$ cat src/rtl/scanner_regs.vh
`ifndef SCANNER_REGS_VH
`define SCANNER_REGS_VH
`define COLS 4'h8
`define CUR_BASE 8'h20
`define PREV_BASE 8'h28
`define FIRST_COL 8'h80
`define COL_ALL_OFF 8'h00
`define LAST_IDX 3'h7
`define VAR_ONEHOT 2'h0
`define VAR_BUFFER 2'h1
`define VAR_MUX 2'h2
`define SETTLE_RESET 8'h04
`define SETTLE_DONE 8'h00
`define WAIT_STEP 8'h01
`define IDX_STEP 3'h1
`define CODE_RESET 3'h0
`define BYTE_CLEAR 8'h00
`define MAP_CLEAR 64'h0
`endif

$ cat src/rtl/map_store.v
`timescale 1ns/1ps
`default_nettype none
`include "scanner_regs.vh"
module map_store (
   input wire clk,
   input wire rst,
   input wire we,
   input wire [2:0] wr_col,
   input wire [7:0] wr_data,
   input wire [7:0] rd_addr,
   output reg [7:0] rd_data,
   output wire [63:0] cur_flat,
   output wire [63:0] prev_flat
);
   reg [7:0] cur_q [0:7];
   reg [7:0] prev_q [0:7];
   genvar i;
   ////////////////////////////////////////////////////////////////////////
   generate
      for (i = 0; i < 8; i = i + 1) begin : g_col
         always @(posedge clk or posedge rst) begin
            if (rst) begin
               cur_q[i] <= 8'h00;
               prev_q[i] <= 8'h00;
            end else if (we && wr_col == i) begin
               prev_q[i] <= cur_q[i];
               cur_q[i] <= wr_data;
            end
         end
         assign cur_flat[8*i+7:8*i] = cur_q[i];
         assign prev_flat[8*i+7:8*i] = prev_q[i];
      end
   endgenerate
   ////////////////////////////////////////////////////////////////////////
   // Byte view, current at one base, previous at the next
   always @* begin
      rd_data = 8'h00;
      if (rd_addr >= `CUR_BASE && rd_addr < `PREV_BASE) begin
         rd_data = cur_q[rd_addr[2:0]];
      end else if (rd_addr >= `PREV_BASE &&
                   rd_addr < `PREV_BASE + {4'h0, `COLS}) begin
         rd_data = prev_q[rd_addr[2:0]];
      end
   end
endmodule
`default_nettype wire

$ cat src/rtl/sensor_matrix_scanner.v
`timescale 1ns/1ps
`default_nettype none
`include "scanner_regs.vh"
module sensor_matrix_scanner (
   input wire clk,
   input wire rst,
   input wire start,
   input wire [1:0] variant,
   input wire [7:0] settle_cycles,
   input wire [7:0] row_return_port,
   input wire [7:0] map_addr,
   output reg [7:0] column_select_port,
   output reg [2:0] column_code_q,
   output reg row_bus_free_q,
   output reg busy_q,
   output reg done_q,
   output reg [7:0] map_byte_q,
   output reg [63:0] current_map_q,
   output reg [63:0] previous_map_q,
   output reg [63:0] changed_q
);
   localparam [1:0] S_IDLE = 2'h0;
   localparam [1:0] S_SETTLE = 2'h1;
   localparam [1:0] S_SAMPLE = 2'h2;

   reg [1:0] state_q;
   reg [7:0] mask_q;
   reg [2:0] idx_q;
   reg [7:0] wait_q;
   reg we;
   wire [7:0] rd_data;
   wire [63:0] cur_flat;
   wire [63:0] prev_flat;

   // Next values; each control pin below is the flop of one of these, the map pins are not
   reg [1:0] state_d;
   reg [7:0] mask_d;
   reg [2:0] idx_d;
   reg [7:0] wait_d;
   reg [7:0] select_d;
   reg [2:0] code_d;
   reg bus_free_d;
   reg busy_d;
   reg done_d;
   reg [7:0] drive_d;
   reg [7:0] shaped_d;

   map_store u_maps (
      .clk(clk),
      .rst(rst),
      .we(we),
      .wr_col(idx_q),
      .wr_data(row_return_port),
      .rd_addr(map_addr),
      .rd_data(rd_data),
      .cur_flat(cur_flat),
      .prev_flat(prev_flat)
   );

   ////////////////////////////////////////////////////////////////////////
   // Rows read high for closure, stored as is
   always @* begin
      we = (state_q == S_SAMPLE);
   end

   // Idle drive and column drive shaped per variant
   always @* begin
      drive_d = `COL_ALL_OFF;
      shaped_d = mask_q;
      if (variant == `VAR_BUFFER) begin
         drive_d = ~`COL_ALL_OFF;
         shaped_d = ~mask_q;
      end else if (variant == `VAR_MUX) begin
         // Mux variant leaves the lines low; the code selects
         shaped_d = `COL_ALL_OFF;
      end
   end

   ////////////////////////////////////////////////////////////////////////
   // Scan sequencing: column position, settle count, state
   always @* begin
      state_d = state_q;
      mask_d = mask_q;
      idx_d = idx_q;
      wait_d = wait_q;

      case (state_q)
         S_IDLE: begin
            // Start only seen in idle, so a busy pass ignores it
            if (start) begin
               mask_d = `FIRST_COL;
               idx_d = `LAST_IDX;
               wait_d = settle_cycles;
               state_d = S_SETTLE;
            end
         end

         S_SETTLE: begin
            // Zero settle still gives one cycle of drive
            if (wait_q == `SETTLE_DONE) begin
               state_d = S_SAMPLE;
            end else begin
               wait_d = wait_q - `WAIT_STEP;
            end
         end

         S_SAMPLE: begin
            mask_d = {mask_q[0], mask_q[7:1]};
            idx_d = idx_q - `IDX_STEP;
            wait_d = settle_cycles;
            if (mask_q[0]) begin
               state_d = S_IDLE;
            end else begin
               state_d = S_SETTLE;
            end
         end

         default: begin
            state_d = S_IDLE;
         end
      endcase
   end

   ////////////////////////////////////////////////////////////////////////
   // Pin values for the coming cycle
   always @* begin
      select_d = column_select_port;
      code_d = column_code_q;
      bus_free_d = row_bus_free_q;
      busy_d = busy_q;
      done_d = 1'b0;

      case (state_q)
         S_IDLE: begin
            select_d = drive_d;
            bus_free_d = 1'b1;
            if (start) begin
               busy_d = 1'b1;
            end
         end

         S_SETTLE: begin
            // Rows see the drive settle_cycles plus one edges
            bus_free_d = 1'b0;
            code_d = idx_q;
            select_d = shaped_d;
         end

         S_SAMPLE: begin
            if (mask_q[0]) begin
               busy_d = 1'b0;
               done_d = 1'b1;
               select_d = drive_d;
               bus_free_d = 1'b1;
            end
         end

         default: begin
            done_d = 1'b0;
         end
      endcase
   end

   ////////////////////////////////////////////////////////////////////////
   // Reset value is constant: in the buffer variant every enable
   // reads low until the first idle edge after reset
   always @(posedge clk or posedge rst) begin
      if (rst) begin
         state_q <= S_IDLE;
         mask_q <= `FIRST_COL;
         idx_q <= `LAST_IDX;
         wait_q <= `SETTLE_DONE;
         column_select_port <= `COL_ALL_OFF;
         column_code_q <= `CODE_RESET;
         row_bus_free_q <= 1'b1;
         busy_q <= 1'b0;
         done_q <= 1'b0;
      end else begin
         state_q <= state_d;
         mask_q <= mask_d;
         idx_q <= idx_d;
         wait_q <= wait_d;
         column_select_port <= select_d;
         column_code_q <= code_d;
         row_bus_free_q <= bus_free_d;
         busy_q <= busy_d;
         done_q <= done_d;
      end
   end

   ////////////////////////////////////////////////////////////////////////
   // Registered copies; lag maps by one cycle
   always @(posedge clk or posedge rst) begin
      if (rst) begin
         map_byte_q <= `BYTE_CLEAR;
         current_map_q <= `MAP_CLEAR;
         previous_map_q <= `MAP_CLEAR;
         changed_q <= `MAP_CLEAR;
      end else begin
         map_byte_q <= rd_data;
         current_map_q <= cur_flat;
         previous_map_q <= prev_flat;
         changed_q <= cur_flat ^ prev_flat;
      end
   end
endmodule
`default_nettype wire

$ cat config.mk
export PLATFORM = sky130hd
export DESIGN_NAME = sensor_matrix_scanner
export DESIGN_NICKNAME = d
export VERILOG_FILES = /design/src/rtl/map_store.v /design/src/rtl/sensor_matrix_scanner.v
export VERILOG_INCLUDE_DIRS = /design/src /design/src/rtl
export SDC_FILE = /design/constraint.sdc
export NUM_CORES = 1
export LEC_CHECK = 0
export ABC_AREA = 1
export BUFFER_PORTS_ARGS = -buffer_cell sky130_fd_sc_hd__buf_2
export CAP_MARGIN = 15
export CORE_MARGIN = 2
export CORE_UTILIZATION = 55
export CTS_CLUSTER_DIAMETER = 200
export DETAILED_ROUTE_END_ITERATION = 10
export PLACE_DENSITY_LB_ADDON = 0.3
export SLEW_MARGIN = 20
export SYNTH_ARGS = -nofsm -noshare
export SYNTH_HDL_FRONTEND = slang
export SYNTH_HIERARCHICAL = 1
export SYNTH_SLANG_ARGS = --single-unit
$ cat constraint.sdc
create_clock -name clk -period 9.4 [get_ports clk]
set_input_delay 1.41 -clock clk [delete_from_list [all_inputs] [get_ports clk]]
set_output_delay 1.41 -clock clk [all_outputs]
set_load 0.01 [all_outputs]
After elaboration in Yosys (flattened, before gate mapping)
Cells that the tools add are included.
{ "word_totals": {"ff_bits": 363, "input_bits": 29, "out_inout_bits": 214, "wordCells": 105} }
{ "classes": {"addsub": 2, "order_cmp": 5, "n_eq_ne": 15, "muxes": 31, "bitwise": 3, "n_reduce_logical": 20} }
{ "op_table": {"columns": ["op", "count"], "rows": [
  ["2-to-1 mux 8 bit", 13],
  ["XOR 64 bit", 1],
  ["binary-select mux 8 bit (select 3 bit)", 2],
  ["case mux 8 bit (3 select lines)", 2],
  ["greater-or-equal comparator 8 x 6 -> 1 bit (second input constant)", 2],
  ["< comparator 8 x 6 -> 1 bit (second input constant)", 2],
  ["case mux 8 bit (2 select lines)", 1],
  ["equality test 3 bit (second input constant)", 4],
  ["logical AND 1 bit", 10],
  ["logical NOT 8 bit", 1],
  ["!= test 2 bit (second input constant)", 4],
  ["NOT 8 bit", 1],
  ["subtractor 8 x 1 -> 8 bit (second input constant)", 1],
  ["equality test 3 x 2 -> 1 bit (second input constant)", 2],
  ["2-to-1 mux 1 bit", 6],
  ["case mux 2 bit (3 select lines)", 1],
  ["case mux 3 bit (2 select lines)", 1],
  ["AND reduction 2 bit", 3],
  ["AND reduction 3 bit", 2],
  ["equality test 2 x 1 -> 1 bit (second input constant)", 2],
  ["equality test 2 bit (second input constant)", 2],
  ["greater-or-equal comparator 4 bit (second input constant)", 1],
  ["2-to-1 mux 2 bit", 2],
  ["NOT 3 -> 4 bit", 1],
  ["9 further kinds", 9]
]} }

Depth between registers and ports, before layout
{ "depth": {"depth_word": 6, "ltp_mapped": 9, "depth_no_buf": 9} }

Cells and area by module
The synthesis kept the hierarchy.
{ "modules_own_cells": {"columns": ["module", "n_inst", "cells_each", "area_each_um2", "seq_area_each_um2"], "rows": [
  ["sensor_matrix_scanner", 1, 488, 7367.1, 5886.9],
  ["map_store", 1, 832, 6239.7, 3203.1]
]} }

Least setup slack after synthesis
Ideal clock, no wire load.
{ "synth_timing": {"path_kind": "in2reg", "from": "input port map_addr[2]", "to": "register map_byte_q[2]", "setup_time_ns": 0.118, "t_arrival_ns": 2.078, "t_required_ns": 9.282, "path_slack_ns": 7.205, "cell_stages": 6, "path_buffers": 2, "path_cell_list": "buf_2 -> inv_1 -> buf_2 -> nand3_1 -> nand3_1 -> nand2_1"} }
{ "synth_via": {"elab_chain_len": 6, "word_cells_on_any_way": 15, "classes_between": "order compare (4); mux (8); bitwise (1); reduce/logical (2)"} }
{ "synth_lines": {"columns": ["element", "line", "rtl"], "rows": [
  ["start, declared", "sensor_matrix_scanner.v:11", "input wire [7:0] map_addr,"],
  ["branches (longest 5 deep; another with greater-or-equal comparator 8 x 6 -> 1 bit)", null, null],
  ["2-to-1 mux 8 bit (*)", "map_store.v:38", "if (rd_addr >= `CUR_BASE && rd_addr < `PREV_BASE) begin"],
  ["net rd_data[2]", "sensor_matrix_scanner.v:31", "wire [7:0] rd_data;"],
  ["end signal, assigned", "sensor_matrix_scanner.v:195", "map_byte_q <= `BYTE_CLEAR;"],
  ["end signal, assigned", "sensor_matrix_scanner.v:200", "map_byte_q <= rd_data;"],
  ["end, declared", "sensor_matrix_scanner.v:17", "output reg [7:0] map_byte_q,"]
]} }
Mark *: on every way through the listed nets, which the timed path passes. The select of a mux whose other input is x is not followed.
A chain may end at the register's enable or synchronous reset.

Worst setup path after layout
{ "layout_timing": {"from": "input port map_addr[0]", "to": "register map_byte_q[5]"} }
The elaborated chain is that of the path after synthesis.

==> flow_metrics.env <==
export IMPL_cp_arrival_ns=3.33
export IMPL_syn_nets=1352
export IMPL_hpwl_um=23200
export IMPL_gp_congestion=0.928
export IMPL_cp_num_buf_inv=3
export IMPL_synth_top_family_by_area="simple AND/OR/NAND/NOR gates"
export IMPL_drt_met1_wl_um=14300
export IMPL_track_usage_pct=26.9
export IMPL_nets=1584
export IMPL_critPathKind="primary input to flip-flop"
export IMPL_cp_end_kind="flip-flop"
export IMPL_htreeDepth=2
export IMPL_wirelength_um=34100
export IMPL_grt_pass1_wl_um=53800
export IMPL_hold_violations=0
export IMPL_drcViolationCount=0
export IMPL_synth_cells=1320
export IMPL_cp_cell_sequence="buf_2 -> buf_4 -> inv_2 -> or2_2 -> nand2_1 -> nand3_1 -> nand3_1 -> nand2_1"
export IMPL_synth_top_area_share_pct=65.8
export IMPL_setup_tns_final_ns=0
export IMPL_post_drt_wl_per_cell_um=17.9
export IMPL_finalSetupViolations=0
export IMPL_postLayoutCellArea_mm2=0.0162
export IMPL_max_freq_mhz=342
export IMPL_grt_max_degree=91
export IMPL_synthDistinctLibCells=31
export IMPL_yosys_top_cells_area="dfrtp_1 (66%), nand2_1 (8.6%), o21ai_0 (5.0%)"
export IMPL_post_route_period_util_pct=31.1
export IMPL_ys_ff_latch=363
export IMPL_cts_buffers_inserted=37
export IMPL_cts_tree="yes"
export IMPL_slew_headroom_pct=33.3
export IMPL_muxShareOfSynthArea_pct=0
export IMPL_cp_start_kind="primary input"
export IMPL_cp_required_ns=9.80
export IMPL_rsz0062_at_grt="false"
export IMPL_ctsHoldBuffers=0
export IMPL_globalRouteOverflowTotal=0
export IMPL_clock_skew_final_ns=0.0228
export IMPL_cap_violations=0
export IMPL_place_area_mm2=0.0150
export IMPL_clockRootBuffer="clkbuf_16"
export IMPL_die_h_um=161
export IMPL_multiInputGateArea_mm2=0.00361
export IMPL_hp_class="flip-flop to flip-flop"
export IMPL_synth_compound_area_share_pct=6.35
export IMPL_setup_ws_ns=6.47
export IMPL_syn_area_per_cell_um2=10.3
export IMPL_antenna_found_initial=1
export IMPL_viasPerCell=5.21
export IMPL_vias=9924
export IMPL_nFillCells=1889
export IMPL_highest_layer="met4"
export IMPL_postCtsSetupBuffers=0
export IMPL_power_density_mw_per_mm2=229
export IMPL_cpLargestDelayFamily="buffers and inverters"
export IMPL_synthXorXnorAreaFrac_pct=4.12
export IMPL_ant_nets=0
export IMPL_wl_met2_um=16600
export IMPL_start_util_pct=55.9
export IMPL_dieArea_mm2=0.0260
export IMPL_io_pin_count=243
export IMPL_critPathSlowestCell="inv_2"
export IMPL_synth_simple_area_share_pct=15.8
export IMPL_regArea_mm2=0.00909
export IMPL_synth_largest_area_cell="dfrtp_1"
export IMPL_ys_warn_count=6
export IMPL_clk_pin_slew_ns=0.06
export IMPL_drive_gt1_share_pct=20.9
export IMPL_cts_sinks=363
export IMPL_synthAdderAreaFrac_pct=0.276
export IMPL_drt_iter0_drc=1133
export IMPL_worst_slew_pin_slew_ns=0.997
export IMPL_clockBufferDepth=3
export IMPL_cts_resized=0
export IMPL_reg2reg_setup_slack_ns=7.09
export IMPL_area_growth_pct=18.9
export IMPL_irDropWorstVdd_v=0.000191
export IMPL_dp_worst_setup_slack_ns=6.01
export IMPL_antenna_cells=0
export IMPL_synth_area_mm2=0.0136
export IMPL_rows=57
export IMPL_drt_pass1_iterations=5
export IMPL_met3_length_um=2230
export IMPL_status="completed"
export IMPL_p_leak_nw=8.19
export IMPL_max_stage_delay_ns=0.57
export IMPL_grt_pass1_vias=9597
export IMPL_drv_slew=0
export IMPL_min_period_ns=2.93
export IMPL_die_w_um=161
export IMPL_core_mm2=0.0243
export IMPL_clk_latency_ns=0.52
export IMPL_portBuffers=242
export IMPL_ys_seq_area_share_pct=66.8
export IMPL_crit_fanout=65
[per-stage QoR]
| step | total power [mW] | util [%] | cells | hold WS [ns] |
|---|---|---|---|---|
| 3_3_place_gp | 2.29 | 61.6 | 1837 | 0.400 |
| 4_1_cts | 3.73 | 66.5 | 1905 | 0.429 |
| 6_report | 3.71 | 66.5 | 1905 | 0.424 |
| 2_1_floorplan | 2.12 | - | 1320 | 0.392 |
| 3_5_place_dp | 2.30 | 61.6 | 1837 | 0.407 |
| 5_1_grt | 3.88 | 66.5 | 1905 | 0.436 |
[sequential cells by signal, indices dropped and copies added, names as in the netlist]
register / count
state_q: 2
changed_q: 64
column_select_port: 8
done_q: 1
previous_map_q: 64
column_code_q: 3
mask_q: 8
idx_q: 3
row_bus_free_q: 1
u_maps/cur_flat: 64
busy_q: 1
map_byte_q: 8
current_map_q: 64
wait_q: 8
u_maps/prev_flat: 64
[power by group]
| part | switching [mW] | total, mW | internal (mW) |
|---|---|---|---|
| clock network | 0.592 | 1.43 | 0.841 |
| registers | 0.0993 | 1.81 | 1.71 |
| logic | 0.303 | 0.467 | 0.164 |
[final cells by class]
type	instances	share of cell area [%]
Tap cell	324	2.51
Clock inverter	13	0.657
Multi-Input combinational cell	739	22.3
Sequential cell	363	56.2
Inverter	165	3.89
Timing Repair Buffer	246	7.69
Clock buffer	55	6.77
[routing by layer]
| metal | track usage, % | vias up |
|---|---|---|
| li1 | - | 4614 |
| met1 | 38.5 | 4853 |
| met2 | 43.0 | 396 |
| met3 | 4.37 | 61 |
| met4 | 8.48 | 0 |
| met5 | 0 | - |
[final timing paths]
| check | endpoint | start | cells past startpoint |
|---|---|---|---|
| min reg2reg | previous_map_q[61] | u_maps/prev_flat[61] | 0 |
| max in group asynchronous | u_maps/cur_flat[36] | rst | 3 |
| max | map_byte_q[5] | map_addr[0] | 8 |
| min in group asynchronous | current_map_q[52] | rst | 2 |
| min | previous_map_q[61] | u_maps/prev_flat[61] | 0 |
| max reg2reg | u_maps/prev_flat[25] | state_q[0] | 7 |
[kinds of logic (layout without fill, tap and decap cells)]
kind of cell | count (synthesis) | count (layout)
xor+xnor | 64 | 64
buf+inv | 218 | 479
fa+ha+maj | 3 | 3
flops | 363 | 363
compound gates | 168 | 168
simple gates | 504 | 504
[cell usage after synthesis]
library cell / instances
a21o_1: 1
a31oi_1: 8
buf_1: 3
buf_2: 29
buf_4: 7
buf_6: 3
clkbuf_1: 7
clkbuf_2: 4
dfrtp_1: 358
dfstp_2: 5
ha_1: 3
inv_1: 160
inv_2: 5
nand2_1: 313
nand2_2: 3
nand3_1: 116
nand3_2: 1
nand3b_1: 3
nand4_1: 8
nor2_1: 46
nor2_2: 4
nor2_4: 1
nor2_8: 1
nor3_4: 1
o211ai_1: 1
o21ai_0: 136
o21ai_1: 15
o22ai_1: 7
or2_0: 3
or2_2: 4
xor2_1: 64
[layout by cell type, fill, tap and decap left out, drive strengths merged, types with 9 or more instances in the layout]
cell	Yosys	routed
clkinv	0	9
nand2	316	316
buf	42	246
nand3	117	117
dfrtp	358	358
nor2	52	52
inv	165	167
clkbuf	11	55
xor2	64	64
o21ai	151	151
Power figures use the tool's default switching activity.
